<file path="src/hdl/tlbrd_pkg.sv">
/*
 * shared constants and carrier types for the tlb replacement and demap block.
 * assumes one core clock and a synchronous active-high reset.
 */
// Operation
// RL1: both threads of a core share one full_assoc_tlb and one set_assoc_tlb.
// RL2: the arrays are private to the core and are never reached from another core.
// RL3: a lookup that hits two identical entries uses one of them and flags no multi-hit.
// RL4: software never installs two differing entries with the same address and context.
// RL5: with multi-page-size off, only unlocked non-global 8KB or 4MB pages go set-assoc.
// RL6: with multi-page-size on, the page size must equal context_page_size_a or _b.
// RL7: set-assoc only when all conditions hold and force-full-assoc is clear.
// RL8: the set index is tag-access bits chosen by page size XOR the inverted context.
// RL9: the full-assoc victim is the lowest-numbered invalid entry.
// RL10: else the lowest entry with used and lock both clear.
// RL11: else all used bits are cleared and the unused-unlocked search is repeated.
// RL12: when every full-assoc entry is locked the automatic write is dropped.
// RL13: direct set-assoc writes are not checked against their address.
// RL14: a demap picks the page sizes of its named context for both set-assoc arrays.
// RL15: a demap leaves valid any set-assoc entry whose size differs from the picked one; the code still removes such an entry on a demap-all.
// RL16: software gives a valid context selector in page and context demaps.
// RL17: a lookup hit on a full-assoc entry sets that entry's used bit.
package tlbrd_pkg;

    // ----------------------------------------------------------------
    // page sizes and contexts
    // ----------------------------------------------------------------
    localparam logic [2:0] TLBRD_PSZ_8K  = 3'h0;
    localparam logic [2:0] TLBRD_PSZ_4M  = 3'h3;
    localparam logic [1:0] TLBRD_CTX_PRI = 2'h0;
    localparam logic [1:0] TLBRD_CTX_SEC = 2'h1;
    localparam logic [1:0] TLBRD_CTX_NUC = 2'h2;
    localparam int         TLBRD_VA_W    = 64;
    localparam int         TLBRD_CTX_W   = 13;
    localparam int         TLBRD_PG_SHIFT_BASE = 13;
    localparam int         TLBRD_PG_SHIFT_STEP = 3;

    // ----------------------------------------------------------------
    // carrier types
    // ----------------------------------------------------------------
    typedef struct packed {
        logic                   locked;
        logic                   global_page_bit;
        logic [2:0]             size;
        logic [TLBRD_CTX_W-1:0] ctx;
        logic [TLBRD_VA_W-1:0]  tag;
    } tlbrd_entry_t;

    typedef struct packed {
        logic       multi_pagesize_en;
        logic       force_full_assoc;
        logic [2:0] context_page_size_a;
        logic [2:0] context_page_size_b;
    } tlbrd_cfg_t;

    typedef enum logic [1:0] {
        TLBRD_DM_PAGE = 2'h0,
        TLBRD_DM_CTX  = 2'h1,
        TLBRD_DM_ALL  = 2'h3
    } tlbrd_demap_t;

endpackage : tlbrd_pkg

</file>
<file path="src/hdl/tlbrd_victim.sv">
/*
 * full-assoc victim picker: lowest invalid, else lowest unused unlocked, else
 * lowest unlocked after clearing used bits. purely combinational.
 */
`timescale 1ns/1ns
module tlbrd_victim import tlbrd_pkg::*; #(
    parameter int N = 16
) (
    // entry state
    input  wire logic [N-1:0]         valid,
    input  wire logic [N-1:0]         used,
    input  wire logic [N-1:0]         lock,
    // result
    output logic                      found,
    output logic                      clear_used,
    output logic [$clog2(N)-1:0]      index
);
    logic [N-1:0] inval;
    logic [N-1:0] free;
    logic [N-1:0] unl;
    always_comb begin
        inval      = ~valid;
        free       = valid & ~used & ~lock;
        unl        = valid & ~lock;
        found      = 1'b0;
        clear_used = 1'b0;
        index      = '0;
        // downward loop so the lowest index wins
        for (int i = N-1; i >= 0; i--) begin
            if (inval[i]) begin // [RL9]
                index = ($clog2(N))'(i);
            end
        end
        if (|inval) begin
            found = 1'b1;
        end else if (|free) begin
            found = 1'b1;
            for (int i = N-1; i >= 0; i--) begin
                if (free[i]) begin // [RL10]
                    index = ($clog2(N))'(i);
                end
            end
        end else if (|unl) begin
            // every unlocked entry was used: reset used and search again
            found      = 1'b1;
            clear_used = 1'b1; // [RL11]
            for (int i = N-1; i >= 0; i--) begin
                if (unl[i]) begin
                    index = ($clog2(N))'(i);
                end
            end
        end
    end
endmodule : tlbrd_victim

</file>
<file path="src/hdl/tlbrd_core.sv">
/*
 * replacement steering, set index hash, full-assoc victim state and demap
 * qualification for the tlb of one core. the two threads drive one request
 * port between them; another core has its own instance.
 */
`timescale 1ns/1ns
module tlbrd_core import tlbrd_pkg::*; #(
    parameter int FA_N   = 16,
    parameter int SET_W  = 7
) (
    // clock and reset
    input  wire logic                   clock,
    input  wire logic                   rst,
    // configuration
    input  wire tlbrd_cfg_t             cfg,
    input  wire logic [TLBRD_CTX_W-1:0] context_value,
    // automatic replacement request
    input  wire logic                   repl_valid,
    input  wire tlbrd_entry_t           repl_entry,
    input  wire logic [TLBRD_VA_W-1:0]  tag_access,
    // lookup hit report
    input  wire logic                   hit_valid,
    input  wire logic [FA_N-1:0]        hit_fa_vec,
    // demap request
    input  wire logic                   demap_valid,
    input  wire tlbrd_demap_t           demap_kind,
    input  wire logic [1:0]             demap_ctx_sel,
    input  wire tlbrd_cfg_t             pri_cfg,
    input  wire tlbrd_cfg_t             sec_cfg,
    input  wire tlbrd_cfg_t             nuc_cfg,
    input  wire logic [2:0]             sa_entry_size,
    input  wire logic                   sa_entry_match,
    // results
    output logic                        wr_set_assoc,
    output logic                        wr_full_assoc,
    output logic                        wr_dropped,
    output logic [SET_W-1:0]            set_index,
    output logic [$clog2(FA_N)-1:0]     fa_index,
    output logic                        sa_remove,
    output logic [2:0]                  demap_size_a,
    output logic [2:0]                  demap_size_b,
    output logic                        multi_hit_err,
    output logic [FA_N-1:0]             fa_valid_out
);
    localparam int IW = $clog2(FA_N);

    if (FA_N < 2 || SET_W < 1 || SET_W > TLBRD_CTX_W) begin : g_bad_param
        $error("tlbrd_core: bad parameters");
    end

    // ----------------------------------------------------------------
    // full-assoc state
    // ----------------------------------------------------------------
    logic [FA_N-1:0] valid_reg, valid_next;
    logic [FA_N-1:0] used_reg,  used_next;
    logic [FA_N-1:0] lock_reg,  lock_next;
    logic            vfound;
    logic            vclear;
    logic [IW-1:0]   vidx;

    // one shared array for both threads of this core [RL1] [RL2]
    tlbrd_victim #(.N(FA_N)) u_victim (
        .valid      (valid_reg),
        .used       (used_reg),
        .lock       (lock_reg),
        .found      (vfound),
        .clear_used (vclear),
        .index      (vidx)
    );

    // ----------------------------------------------------------------
    // steering and set index
    // ----------------------------------------------------------------
    logic            size_ok;
    logic            to_sa;
    logic [SET_W-1:0] hash;
    int              shift;
    always_comb begin
        if (cfg.multi_pagesize_en) begin
            size_ok = (repl_entry.size == cfg.context_page_size_a) ||
                      (repl_entry.size == cfg.context_page_size_b); // [RL6]
        end else begin
            size_ok = (repl_entry.size == TLBRD_PSZ_8K) ||
                      (repl_entry.size == TLBRD_PSZ_4M); // [RL5]
        end
        to_sa = !repl_entry.locked && !repl_entry.global_page_bit && size_ok &&
                !cfg.force_full_assoc; // [RL7]
        shift = TLBRD_PG_SHIFT_BASE + TLBRD_PG_SHIFT_STEP * int'(repl_entry.size);
        hash  = SET_W'(tag_access >> shift) ^ ~context_value[SET_W-1:0]; // [RL8]
    end

    // ----------------------------------------------------------------
    // demap page-size selection
    // ----------------------------------------------------------------
    tlbrd_cfg_t dcfg;
    logic       dm_keep;
    always_comb begin
        case (demap_ctx_sel) // [RL14]
            TLBRD_CTX_PRI: dcfg = pri_cfg;
            TLBRD_CTX_SEC: dcfg = sec_cfg;
            TLBRD_CTX_NUC: dcfg = nuc_cfg;
            // selector 3 is not a real context; software must avoid it [RL16]
            default:       dcfg = pri_cfg;
        endcase
        dm_keep = (demap_kind != TLBRD_DM_ALL) &&
                  (sa_entry_size != dcfg.context_page_size_a) &&
                  (sa_entry_size != dcfg.context_page_size_b); // [RL15]
    end

    // ----------------------------------------------------------------
    // next state
    // ----------------------------------------------------------------
    logic            sa_w_next, fa_w_next, drop_next, rem_next;
    logic [SET_W-1:0] set_next;
    logic [IW-1:0]   fai_next;
    logic [2:0]      dsa_next, dsb_next;
    logic            sa_w_reg, fa_w_reg, drop_reg, rem_reg;
    logic [SET_W-1:0] set_reg;
    logic [IW-1:0]   fai_reg;
    logic [2:0]      dsa_reg, dsb_reg;
    always_comb begin
        valid_next = valid_reg;
        used_next  = used_reg;
        lock_next  = lock_reg;
        sa_w_next  = 1'b0;
        fa_w_next  = 1'b0;
        drop_next  = 1'b0;
        rem_next   = 1'b0;
        set_next   = set_reg;
        fai_next   = fai_reg;
        dsa_next   = dsa_reg;
        dsb_next   = dsb_reg;
        if (repl_valid) begin
            if (to_sa) begin
                // no address/contents consistency check on set-assoc writes [RL13]
                sa_w_next = 1'b1;
                set_next  = hash;
            end else if (vfound) begin
                fa_w_next = 1'b1;
                fai_next  = vidx;
                if (vclear) begin
                    used_next = '0; // [RL11]
                end
                valid_next[vidx] = 1'b1;
                used_next[vidx]  = 1'b1;
                lock_next[vidx]  = repl_entry.locked;
            end else begin
                drop_next = 1'b1; // [RL12]
            end
        end
        // applied after the victim clear so a same-cycle hit keeps its used bit
        if (hit_valid) begin
            // duplicates both set used; no multi-hit check on equal entries [RL3]
            used_next = used_next | (hit_fa_vec & valid_reg); // [RL17]
        end
        if (demap_valid) begin
            dsa_next = dcfg.context_page_size_a;
            dsb_next = dcfg.context_page_size_b;
            rem_next = sa_entry_match && !dm_keep;
        end
    end

    always_ff @(posedge clock) begin
        if (rst) begin
            valid_reg <= '0;
            used_reg  <= '0;
            lock_reg  <= '0;
            sa_w_reg  <= 1'b0;
            fa_w_reg  <= 1'b0;
            drop_reg  <= 1'b0;
            rem_reg   <= 1'b0;
            set_reg   <= '0;
            fai_reg   <= '0;
            dsa_reg   <= 3'h0;
            dsb_reg   <= 3'h0;
        end else begin
            valid_reg <= valid_next;
            used_reg  <= used_next;
            lock_reg  <= lock_next;
            sa_w_reg  <= sa_w_next;
            fa_w_reg  <= fa_w_next;
            drop_reg  <= drop_next;
            rem_reg   <= rem_next;
            set_reg   <= set_next;
            fai_reg   <= fai_next;
            dsa_reg   <= dsa_next;
            dsb_reg   <= dsb_next;
        end
    end

    assign wr_set_assoc  = sa_w_reg;
    assign wr_full_assoc = fa_w_reg;
    assign wr_dropped    = drop_reg;
    assign set_index     = set_reg;
    assign fa_index      = fai_reg;
    assign sa_remove     = rem_reg;
    assign demap_size_a  = dsa_reg;
    assign demap_size_b  = dsb_reg;
    assign multi_hit_err = 1'b0;
    assign fa_valid_out  = valid_reg;

    // ----------------------------------------------------------------
    // checks
    // ----------------------------------------------------------------
    lock_drop_a: assert property (@(posedge clock) disable iff (rst) // [RL12]
        repl_valid && !to_sa && (&lock_reg) |=> wr_dropped && !wr_full_assoc)
        else $error("replacement not dropped with all entries locked");
    locked_sa_a: assert property (@(posedge clock) disable iff (rst) // [RL7]
        repl_valid && (repl_entry.locked || cfg.force_full_assoc) |=> !wr_set_assoc)
        else $error("locked or forced entry sent to set-assoc");
    size_sa_a: assert property (@(posedge clock) disable iff (rst) // [RL5]
        repl_valid && !cfg.multi_pagesize_en && repl_entry.size != TLBRD_PSZ_8K &&
        repl_entry.size != TLBRD_PSZ_4M |=> !wr_set_assoc)
        else $error("bad page size sent to set-assoc");
    invalid_first_a: assert property (@(posedge clock) disable iff (rst) // [RL9]
        repl_valid && !to_sa && !valid_reg[0] |=> wr_full_assoc && fa_index == '0)
        else $error("entry 0 invalid but not chosen");
    hash_idx_a: assert property (@(posedge clock) disable iff (rst) // [RL8]
        repl_valid && to_sa |=> set_index == $past(hash))
        else $error("set index does not match hash");
    used_hit_a: assert property (@(posedge clock) disable iff (rst) // [RL17]
        hit_valid |=> (used_reg & $past(hit_fa_vec) & $past(valid_reg)) ==
                      ($past(hit_fa_vec) & $past(valid_reg)))
        else $error("used bit not set on hit");
    demap_keep_a: assert property (@(posedge clock) disable iff (rst) // [RL15]
        demap_valid && dm_keep |=> !sa_remove)
        else $error("size-mismatched entry demapped");
    no_multihit_a: assert property (@(posedge clock) disable iff (rst) // [RL3]
        hit_valid |-> ##1 !multi_hit_err)
        else $error("multi-hit flagged");
    mpg_size_a: assert property (@(posedge clock) disable iff (rst) // [RL6]
        repl_valid && cfg.multi_pagesize_en &&
        repl_entry.size != cfg.context_page_size_a &&
        repl_entry.size != cfg.context_page_size_b |=> !wr_set_assoc)
        else $error("unmatched page size sent to set-assoc");
    drop_keep_a: assert property (@(posedge clock) disable iff (rst) // [RL12]
        repl_valid && !to_sa && (&lock_reg) |=> $stable(valid_reg) && $stable(lock_reg))
        else $error("entries changed by a dropped replacement");
    demap_sec_a: assert property (@(posedge clock) disable iff (rst) // [RL14]
        demap_valid && demap_ctx_sel == TLBRD_CTX_SEC |=>
        demap_size_a == $past(sec_cfg.context_page_size_a) &&
        demap_size_b == $past(sec_cfg.context_page_size_b))
        else $error("demap sizes not taken from secondary context");
endmodule : tlbrd_core

</file>
<file path="config.mk">
export PLATFORM = sky130hd
export DESIGN_NAME = tlbrd_core
export DESIGN_NICKNAME = d
export VERILOG_FILES = /design/src/hdl/tlbrd_pkg.sv /design/src/hdl/tlbrd_victim.sv /design/src/hdl/tlbrd_core.sv
export SDC_FILE = /design/constraint.sdc
export NUM_CORES = 1
export LEC_CHECK = 0
export BUFFER_PORTS_ARGS = -buffer_cell sky130_fd_sc_hd__buf_2
export CAP_MARGIN = 5
export CORE_ASPECT_RATIO = 1.1
export CORE_MARGIN = 3
export CORE_UTILIZATION = 51
export CTS_BUF_LIST = sky130_fd_sc_hd__clkbuf_8
export DETAILED_ROUTE_END_ITERATION = 8
export GPL_TIMING_DRIVEN = 0
export PLACE_DENSITY = 0.89
export SYNTH_ARGS = -nofsm -noshare
export SYNTH_HDL_FRONTEND = slang
export SYNTH_SLANG_ARGS = --single-unit
</file>
<file path="constraint.sdc">
create_clock -name clock -period 7.95 [get_ports clock]
set_clock_uncertainty 0.05 [all_clocks]
set_input_delay 2.385 -clock clock [delete_from_list [all_inputs] [get_ports clock]]
set_output_delay 2.385 -clock clock [all_outputs]
set_load 0.05 [all_outputs]
</file>
# Yosys cells after proc, flatten, opt, wreduce, memory -nomap -nowiden
# Cells that the tools add are included.
totals:
  ff_bits: 69
  in_bits: 220
  output_inout_bits: 38
classes:
  n_bitwise: 15
  order_cmp: 2
  n_mul: 1
  reduce_logical: 22
  add_sub_neg: 1
  muxes: 72
  shift: 1
  eq_ne: 8
op_table:
  columns: ["operator", "count"]
  rows:
  - ["two-way mux 4 bit", 51]
  - ["two-way mux 16 bit", 8]
  - ["AND 16 bit", 4]
  - [">> shifter 64 x 6 -> 7 bit", 1]
  - ["inverter 16 bit", 3]
  - ["OR 16 bit", 3]
  - ["OR reduction 16 bit", 3]
  - ["bitwise mux 16 bit", 1]
  - ["one-hot mux 6 bit (2 select lines)", 1]
  - ["two-way mux 1 bit", 10]
  - ["logical AND 1 bit", 7]
  - ["inverter 7 bit", 1]
  - ["XOR 7 bit", 1]
  - ["adder 4 x 5 -> 6 bit (first input constant)", 1]
  - ["== test 3 bit", 2]
  - ["inequality test 3 bit", 2]
  - ["less-than comparator 4 x 5 -> 1 bit (second input constant)", 1]
  - ["multiplier 2 x 3 -> 5 bit (first input constant)", 1]
  - ["demux 1 bit (select 4 bit)", 1]
  - ["greater-or-equal comparator 4 x 1 -> 1 bit (second input constant)", 1]
  - ["zero test 1 bit", 4]
  - ["OR reduction 2 bit", 2]
  - ["== test 3 x 2 -> 1 bit (second input constant)", 1]
  - ["zero test 3 bit", 1]
  - ["other kinds (8)", 11]

# Logic depth before layout (Yosys ltp)
# Gate-level depths: netlist of the first run.
depth:
  word_depth: 46
  mapped_depth: 13
  ltp_nobuf: 10

# Cells and area by module
# From an unflattened synthesis of the first run, not the netlist that was laid out.
unflattened:
  cells_unflattened: 557
  area_unflattened_um2: 5260.0
modules_own_cells:
  columns: ["module", "seq_area_each_um2", "instances", "area_per_inst_um2", "cells_per_inst"]
  rows:
  - ["tlbrd_core", 1381.3, 1, 4435.5, 422]
  - ["tlbrd_victim", 0.0, 1, 824.5, 135]

# Worst setup path after synthesis of the first run
# No wires, ideal clock.
synth_timing:
  kind: "input to register"
  from: "input repl_entry[77] in the netlist's numbering"
  to: "register set_reg[0] (netlist: set_index[0])"
  arrival_ns: 4.792
  path_stages: 12
  setup_ns: 0.065
  path_slack_ns: 3.042
  t_required_ns: 7.835
  path_buffers: 4
  cell_sequence: "buf_4 inv_2 ha_1 buf_4 buf_6 buf_2 mux4_2 mux4_2 o21ai_0 xor2_1 mux2i_1 nor2_1"
synth_via:
  elab_chain_len: 6
  word_cells_on_any_way: 14
synth_rtl:
  columns: ["item", "line", "rtl"]
  rows:
  - ["start: declaration", "tlbrd_core.sv:19", "input wire tlbrd_entry_t repl_entry,"]
  - ["branches (longest 6 deep; another with adder 4 x 5 -> 6 bit)", null, null]
  - ["end signal: assignment", "tlbrd_core.sv:184", "set_reg <= set_next;"]
  - ["end: declaration", "tlbrd_core.sv:118", "logic [SET_W-1:0] set_reg;"]
# Parallel ways; which one is timed is not known.
# A chain may end at the register's enable or synchronous reset.

# Worst setup path in the final report of the first run
layout_timing:
  from: "input repl_entry[77] in the netlist's numbering"
  to: "register set_reg[5] (netlist: set_index[5])"
# The elaborated chain is that of the path after synthesis.

==> results of run 1 <==
worst min-delay path by stage:
stage                startpoint     endpoint  slack [ns]  cells after the start
finish              lock_reg[2]  lock_reg[2]        0.45                      2
global placement    fa_index[3]  fa_index[3]        0.41                      2
global route        fa_index[3]  fa_index[3]        0.46                      2
CTS                 fa_index[3]  fa_index[3]        0.44                      2
floorplan           lock_reg[2]  lock_reg[2]        0.41                      2
detailed placement  fa_index[3]  fa_index[3]        0.42                      2
cells by family after synthesis:
family	share of synthesized area, %
DFF	27.59
and+or+nand+nor	20.99
xor gates and xnor gates	3.648
muxes	23.31
other	0.07489
buffers and inverters	4.348
AOI/OAI and AO/OA	18.14
adders and majority gates	1.899
cell type report:
cell class                 count  area (sq um)  share of cell area, %
buffer                        30         146.4                  2.396
clock buffer                  11         151.4                  2.478
inverter                      19         71.32                  1.167
tap                          117         146.4                  2.396
timing repair buffer         139         695.7                  11.39
sequential                    69          1381                  22.61
antenna                        1         2.502                0.04096
clock inverter                 5         106.4                  1.741
multi-input combinational    421          3408                  55.79
cell usage after synthesis (4+ instances only):
master / instances
dfxtp_1: 69
mux2i_1: 39
nor2_1: 39
a21oi_1: 38
mux4_2: 33
nand2b_1: 28
nand2_1: 27
o21ai_0: 21
nand3_1: 19
inv_1: 18
a211oi_1: 17
clkbuf_1: 17
nor3b_1: 15
a32oi_1: 14
nor2b_1: 12
xnor2_1: 11
nand4_1: 8
nor3_1: 8
xor2_1: 8
a31oi_1: 7
a22oi_1: 6
buf_2: 6
ha_1: 6
and3_1: 5
buf_4: 5
nor4_1: 4
o211ai_1: 4
critical path, stage by stage:
cell and delay (ns):
buf_2 0.14, buf_4 0.24, inv_2 0.13, ha_1 0.30, buf_4 0.21, buf_2 0.30
mux2i_1 0.30, o21ai_0 0.18, mux4_2 0.51, nand2_1 0.08, o31ai_1 0.08, xor2_1 0.17
a211oi_1 0.23
through the flow:
stage	worst slack, ns	instance area (sq um)	hold WS [ns]	util (%)	std cells
detailed placement	2.536	5849	0.4235	61.94	795
floorplan	3.042	5007	0.4054	-	539
global route	2.728	6107	0.4628	64.67	811
CTS	2.901	6107	0.4411	64.67	811
finish	2.889	6110	0.4477	64.69	812
global placement	2.638	5849	0.4149	61.94	795
where the power goes:
part	internal, mW	total (mW)	switching [mW]	leakage (nW)
logic	0.116	0.257	0.141	1.90
clock network	0.226	0.362	0.136	0.126
registers	0.353	0.358	0.00498	0.559
total	0.695	0.977	0.282	2.59
routing by layer:
layer / track usage (%) / vias up
met2: 47.87 / 344
met4: 11.93 / 0
met5: 0 / -
met1: 36.21 / 2454
met3: 6.599 / 49
li1: - / 2349
==> qor.csv, run 1 <==
metric;value;unit
Site Rows;37;
pin count of the biggest net entering global routing;13;
post-cts sizing count;0;
Die Ht;109.9;um
met2 wire length;7584;um
outcome;finished clean;
DR vias/cell;6.399;
# IOs;258;
synthesized cell area;5007;sq um
port bufs;139;
Placer Congestion;0.9777;
Mapped Nets;766;
CTS hold repair buffers;0;
# DRC;0;
Initial DRC Count;400;
initial core utilization;53.02;%
Reg2Reg Capture Point;lock_reg[7];
Tightest Pin Transition;0.8700;ns
area leader, netlist;dfxtp_1;
Final Total Pwr;977.0;uW
Max Buffers Root-to-Sink;2;
Synth top area share;27.59;%
Antenna Nets Post-Route;0;
number of H-tree levels;3;
worst path required time;8.16;ns
sequential-to-total area share from yosys stat;27.59;%
Top Metal Used;met4;
Tcrit/Tclk final;63.66;%
Post-CTS Setup Bufs;0;
CTS Root Cell;clkbuf_8;
Synth area leaders;dfxtp_1 (28%), mux4_2 (15%), mux2i_1 (7.8%);
first-pass GRT wire length;25100;um
most frequent cells in the layout;buf_2 (145), dfxtp_1 (69), nor2_1 (39), mux2i_1 (39), a21oi_1 (38);
commonest non-fill, non-tap cell in the layout;buf_2;
post-synthesis cell type count;67;
Max VDD drop;0.09050;mV
max-cap violations;0;
CP arrival;5.27;ns
Area Overhead vs Synth;22.01;%
detailed-route via count;5196;
Synth Instances;539;
CTS tree;yes;
FILL cells;775;
Total Wirelength;16080;um
Post-synth EDFFs;0;
max-slew violation count;0;
core area;9444;sq um
Tmin final;5.061;ns
flops & latches, synth;69;
drt first pass iters;7;
initial antenna violation count;0;
clock buffers created by TritonCTS;9;
FF-to-FF Start;fa_valid_out[8];
worst setup path class;input port to flop;
die area;11040;sq um
Rel. slew slack;41.39;%
Setup Viol. Count Final;0;
Critical Path Sink;set_index[5];
Synth Warn #;0;
vias in the first global route;5100;
final hold viol count;0;
RSZ-0062 raised after global routing;false;
clock latency on the worst-skew pair;0.35;ns
syn_area_per_cell;9.290;sq um
critical path fanouts, max;10;
wire length per cell;19.80;um
fmax;0.1976;GHz
post-detail-place hpwl;12930;um
gr ovfl total;0;
ys flop type;dfxtp_1;
hold crit path type;flop to flop;
crit path launch type;input port;
Reg2Reg Setup Slack;5.03;ns
gr usage total;28.85;%
DRT met1 WL;6335;um
Reg2Reg Depth;6;
width of the die;100.5;um
layout cell share with drive strength beyond 1;31.99;%
Critical path origin;repl_entry[77];
Worst setup EP type;flop;
setup_tns;0;ns
fraction of registers with async set/reset;0;%
CTS Sinks;69;
Nets;916;
Pwr Density;159.9;nW/um^2
Clock transition at path regs;0.07;ns
LEAKAGE;2.586;nW
Met3 Routed Length;1666;um
(Power assumes the default switching activity.)
==> run 2: changes to the inputs <==
--- a/config.mk
+++ b/config.mk
@@ -5,15 +5,16 @@
 export SDC_FILE = /design/constraint.sdc
 export NUM_CORES = 1
 export LEC_CHECK = 0
+export ABC_AREA = 1
 export BUFFER_PORTS_ARGS = -buffer_cell sky130_fd_sc_hd__buf_2
 export CAP_MARGIN = 5
 export CORE_ASPECT_RATIO = 1.1
 export CORE_MARGIN = 3
-export CORE_UTILIZATION = 51
+export CORE_UTILIZATION = 48
 export CTS_BUF_LIST = sky130_fd_sc_hd__clkbuf_8
 export DETAILED_ROUTE_END_ITERATION = 8
 export GPL_TIMING_DRIVEN = 0
-export PLACE_DENSITY = 0.89
+export PLACE_DENSITY = 0.84
 export SYNTH_ARGS = -nofsm -noshare
 export SYNTH_HDL_FRONTEND = slang
 export SYNTH_SLANG_ARGS = --single-unit
==> constraint.sdc (replaced) <==
create_clock -name clock -period 5.2 [get_ports clock]
set_clock_uncertainty 0.05 [all_clocks]
set_input_delay 1.56 -clock clock [delete_from_list [all_inputs] [get_ports clock]]
set_output_delay 1.56 -clock clock [all_outputs]
set_load 0.05 [all_outputs]
==> qor.csv, run 2 <==
metric;value;unit
initial core utilization;50.34;%
Mapped Nets;1054;
Post-CTS Setup Bufs;0;
sequential-to-total area share from yosys stat;27.23;%
Max VDD drop;0.1245;mV
syn_area_per_cell;6.135;sq um
XOR/XNOR Fraction of Synth Area;2.244;%
fraction of registers with async set/reset;0;%
flops & latches, synth;69;
Reg2Reg Depth;18;
Reg2Reg Setup Slack;1.96;ns
mux contribution to synthesized area;1.184;%
wire length per cell;13.81;um
port bufs;138;
worst hold stages;2;
Reg2Reg Capture Point;lock_reg[11];
Placer Congestion;0.9476;
Tcrit/Tclk final;89.66;%
final setup margin;0.5375;ns
# IOs;258;
pin count of the biggest net entering global routing;14;
ys flop type;dfxtp_1;
Synth Instances;827;
Site Rows;38;
CTS Sinks;69;
dpl ws;0.2460;ns
crit path launch type;input port;
Initial DRC Count;389;
count leader, synth;nand2_1;
gr ovfl total;0;
initial antenna violation count;0;
clock buffers created by TritonCTS;9;
CTS hold repair buffers;0;
post-cts sizing count;0;
max-slew violation count;0;
synthesized cell area;5074;sq um
Pwr Density;227.4;nW/um^2
DR vias/cell;5.277;
FILL cells;1031;
detailed-route via count;5915;
number of H-tree levels;3;
die area;11840;sq um
clock latency on the worst-skew pair;0.35;ns
Synth area leaders;dfxtp_1 (27%), nand2_1 (16%), o21ai_0 (8.7%);
gr usage total;25.89;%
Antenna Nets Post-Route;0;
LEAKAGE;3.081;nW
fmax;0.2145;GHz
max-cap violations;0;
Setup Viol. Count Final;0;
CTS tree;yes;
Post-Synth Adder-Cell Area;1.874;%
outcome;finished clean;
# DRC;0;
core area;10080;sq um
register cell area after layout;1381;sq um
drt first pass iters;5;
Tmin final;4.662;ns
critical path fanouts, max;10;
layout cell share with drive strength beyond 1;19.57;%
post-synthesis cell type count;46;
width of the die;104.0;um
RSZ-0062 raised after global routing;false;
setup_tns;0;ns
worst setup path class;input port to flop;
WHS Endpoint;fa_index[0];
Total Wirelength;15480;um
Final Total Pwr;1.396;mW
Max Buffers Root-to-Sink;2;
Post-Place Cells;1105;
fin util;60.89;%
FF-to-FF Start;fa_valid_out[15];
hold crit path type;flop to flop;
first-pass GRT wire length;25280;um
simple-gate portion of the synthesized area;31.57;%
multi-input logic area;3109;sq um
area leader, netlist;dfxtp_1;
final hold viol count;0;
Nets;1203;
CTS Root Cell;clkbuf_8;
Worst setup EP type;flop;
Antenna diodes;0;
Rel. slew slack;48.90;%
Synth top area share;27.23;%
Commonest cells post-synth;nand2_1 (210), inv_1 (106), nor2_1 (90);
Layout Cells excl Fill;1121;
Tightest Pin Transition;0.7665;ns
commonest non-fill, non-tap cell in the layout;nand2_1;
Post-synth EDFFs;0;
most frequent cells in the layout;nand2_1 (210), buf_2 (139), inv_1 (106), nor2_1 (90), o21ai_0 (88);
Die Ht;113.8;um
post-detail-place hpwl;12540;um
main combinational cell family by area after synthesis;simple AND/OR/NAND/NOR gates;
CP arrival;4.85;ns
vias in the first global route;5511;
Hold Crit Start;fa_index[0];
Area Overhead vs Synth;20.96;%
Clock transition at path regs;0.07;ns
worst path required time;5.39;ns
Synth Warn #;0;
Synth Area in Compound Gates;24.34;%
run 2: changes by cell type in the layout (fill, tap and decap cells not counted), sizes merged, moves of 16 or more:
cell,previous run,this run
a21oi,38,63
inv,19,111
mux2i,39,6
mux4,33,0
nand2,27,215
nand2b,28,0
nor2,40,90
nor3b,16,0
o21ai,22,89
run 2: cell type report:
cell class / count / area share, %
Clock buffer: 9 / 2.018
Buffer: 39 / 2.712
Multi-Input combinational cell: 608 / 50.66
Timing Repair Buffer: 138 / 11.25
Tap cell: 140 / 2.854
Inverter: 111 / 6.789
Clock inverter: 7 / 1.203
Sequential cell: 69 / 22.51
run 2: power breakdown:
group | switching [mW] | internal, mW | leakage, nW
logic | 0.271 | 0.140 | 2.42
clock network | 0.215 | 0.223 | 0.0996
registers | 0.00662 | 0.540 | 0.560
total | 0.492 | 0.903 | 3.08
run 2: stage by stage:
step / hold WS (ns) / cell area [sq um]
after floorplan: 0.4392 / 5074
after global placement: 0.4083 / 5939
after detailed placement: 0.4209 / 5939
after CTS: 0.4314 / 6137
after global routing: 0.4566 / 6137
final: 0.4321 / 6137
run 2: layer usage:
layer	vias up	GRT usage [%]	routed length [um]
met3	38	5.772	1276
met2	249	46.68	7366
met1	2599	30.49	6470
met4	0	8.688	368
li1	3029	-	-
met5	-	0	0
run 2: how the worst max path moves through the flow:
stage / start / end / slack [ns]
finish: repl_entry[77] / set_index[3] / 0.54
global route: repl_entry[77] / lock_reg[7] / 0.20
CTS: repl_entry[77] / set_index[3] / 0.61
detailed placement: repl_entry[77] / set_index[3] / 0.25
global placement: repl_entry[77] / set_index[3] / 0.27
floorplan: repl_entry[77] / set_index[3] / 1.11
run 2: cells by family (layout without fill, tap and decap cells):
group                    Yosys count  after routing
multiplexers                       6              6
other                              1              1
AO/OA/AOI/OAI                    209            209
buffers and inverters            150            304
AND/OR/NAND/NOR                  372            372
XOR/XNOR                          13             13
adder cells (fa/ha/maj)            7              7
flip-flops                        69             69
run 2: critical path, stage by stage:
cell	delay, ns
buf_2	0.09
buf_2	0.19
clkinv_1	0.20
clkbuf_1	0.28
ha_1	0.34
clkbuf_1	0.19
inv_1	0.17
clkbuf_1	0.44
clkbuf_1	0.41
o21ai_0	0.16
nand3_1	0.09
o21ai_0	0.09
o21ai_0	0.31
nor2_1	0.08
o221ai_1	0.18
inv_1	0.05
==> run 3: changes to the inputs <==
--- a/config.mk
+++ b/config.mk
@@ -14,7 +14,8 @@
 export CTS_BUF_LIST = sky130_fd_sc_hd__clkbuf_8
 export DETAILED_ROUTE_END_ITERATION = 8
 export GPL_TIMING_DRIVEN = 0
-export PLACE_DENSITY = 0.84
+export PLACE_DENSITY = 0.81
+export SKIP_CTS_REPAIR_TIMING = 1
 export SYNTH_ARGS = -nofsm -noshare
 export SYNTH_HDL_FRONTEND = slang
 export SYNTH_SLANG_ARGS = --single-unit
==> qor.csv, run 3 (synthesis gave the netlist of run 2 again) <==
metric;value;unit
outcome;finished clean;
Nets;1203;
Post-Place Cells;1105;
met3 usage;3.905;%
most frequent cells in the layout;nand2_1 (210), buf_2 (139), inv_1 (106), nor2_1 (90), o21ai_0 (88);
Placer Congestion;0.9534;
Antenna diodes;0;
Initial DRC Count;385;
number of H-tree levels;3;
Pwr Density;229.5;nW/um^2
vias in the first global route;5462;
Hold Crit Start;fa_index[0];
first-pass GRT wire length;25840;um
worst path required time;5.38;ns
Reg2Reg Setup Slack;1.85;ns
Die Ht;113.8;um
fmax;0.2166;GHz
Layout Cells excl Fill;1121;
FF-to-FF Start;fa_valid_out[15];
CTS Sinks;69;
GRT met1 Usage;33.33;%
Rel. slew slack;54.26;%
Tightest Pin Transition;0.6862;ns
Total Wirelength;15890;um
initial antenna violation count;0;
initial core utilization;50.34;%
Tmin final;4.617;ns
layout cell share with drive strength beyond 1;19.57;%
commonest non-fill, non-tap cell in the layout;nand2_1;
die area;11840;sq um
DR vias/cell;5.282;
WHS Endpoint;fa_index[0];
wire length per cell;14.17;um
max-slew violation count;0;
Max VDD drop;0.1772;mV
Reg2Reg Capture Point;lock_reg[11];
# DRC;0;
core area;10080;sq um
Worst setup EP type;flop;
post-detail-place hpwl;12760;um
clock buffers created by TritonCTS;9;
GRT busiest layer;met2;
Clock transition at path regs;0.08;ns
Max Buffers Root-to-Sink;2;
# IOs;258;
hold crit path type;flop to flop;
Global Route met2 Usage;46.73;%
gr usage total;26.41;%
critical path fanouts, max;10;
CP arrival;4.80;ns
Site Rows;38;
placed instance area;5939;sq um
CTS Root Cell;clkbuf_8;
drt first pass iters;5;
FILL cells;1048;
setup_tns;0;ns
max-cap violations;0;
worst hold stages;2;
detailed-route via count;5921;
Area Overhead vs Synth;20.96;%
pin count of the biggest net entering global routing;14;
final instance area;6137;sq um
gr ovfl total;0;
Tcrit/Tclk final;88.79;%
Antenna Nets Post-Route;0;
CTS tree;yes;
width of the die;104.0;um
final hold viol count;0;
port bufs;138;
fin util;60.89;%
RSZ-0062 raised after global routing;false;
LEAKAGE;3.081;nW
Reg2Reg Depth;18;
clock latency on the worst-skew pair;0.35;ns
worst setup path class;input port to flop;
Setup Viol. Count Final;0;
crit path launch type;input port;
-- run 3: changes by cell type in the layout (fill, tap and decap cells not counted) --
cell / previous run / this run
clkinv_4: 2 / 1
inv_6: 1 / 2
-- run 3: worst max-delay path by stage --
stage,startpoint,end,depth (start not counted)
2_1_floorplan,repl_entry[77],set_index[3],17
3_3_place_gp,repl_entry[77],set_index[3],18
3_5_place_dp,repl_entry[77],set_index[3],18
4_1_cts,repl_entry[77],set_index[3],18
5_1_grt,repl_entry[77],set_index[4],18
6_report,repl_entry[77],set_index[3],18
-- run 3: critical path, stage by stage --
cell and delay, ns:
buf_2 0.08, buf_2 0.19, clkinv_1 0.19, clkbuf_1 0.29, ha_1 0.35, clkbuf_1 0.18
inv_1 0.16, clkbuf_1 0.43, clkbuf_1 0.39, a21oi_1 0.11, o21ai_0 0.11, nand3_1 0.09
nand3_1 0.11, o21ai_0 0.16, nand2_1 0.11, nand2_1 0.05, o221ai_1 0.15, inv_1 0.06
-- run 3: cell type report --
type	count	area (sq um)	share of cell area, %
multi-input combinational	608	3109	50.66
sequential	69	1381	22.51
timing repair buffer	138	690.7	11.25
inverter	111	416.7	6.789
tap	140	175.2	2.854
buffer	39	166.4	2.712
clock buffer	9	123.9	2.018
clock inverter	7	73.82	1.203
-- run 3: metal layers --
metal	up-vias	routed length [um]	share of wire [%]
met5	-	0	0
met4	0	292	1.8
li1	3017	-	-
met3	26	1229	7.7
met1	2603	6747	42
met2	275	7620	48
-- run 3: metrics by stage --
step | power, mW | worst slack [ns] | hold WS (ns)
global placement | 0.9645 | 0.3055 | 0.4123
CTS | 1.405 | 0.6299 | 0.4180
detailed placement | 0.9680 | 0.2750 | 0.4055
global route | 1.481 | 0.2321 | 0.4819
finish | 1.408 | 0.5829 | 0.4275
floorplan | 0.8386 | 1.111 | 0.4392
-- run 3: power breakdown --
group / switching [mW] / total, mW / internal [mW] / leakage (nW)
Sequential: 0.00787 / 0.548 / 0.540 / 0.560
Combinational: 0.275 / 0.416 / 0.140 / 2.42
Clock: 0.221 / 0.445 / 0.224 / 0.100
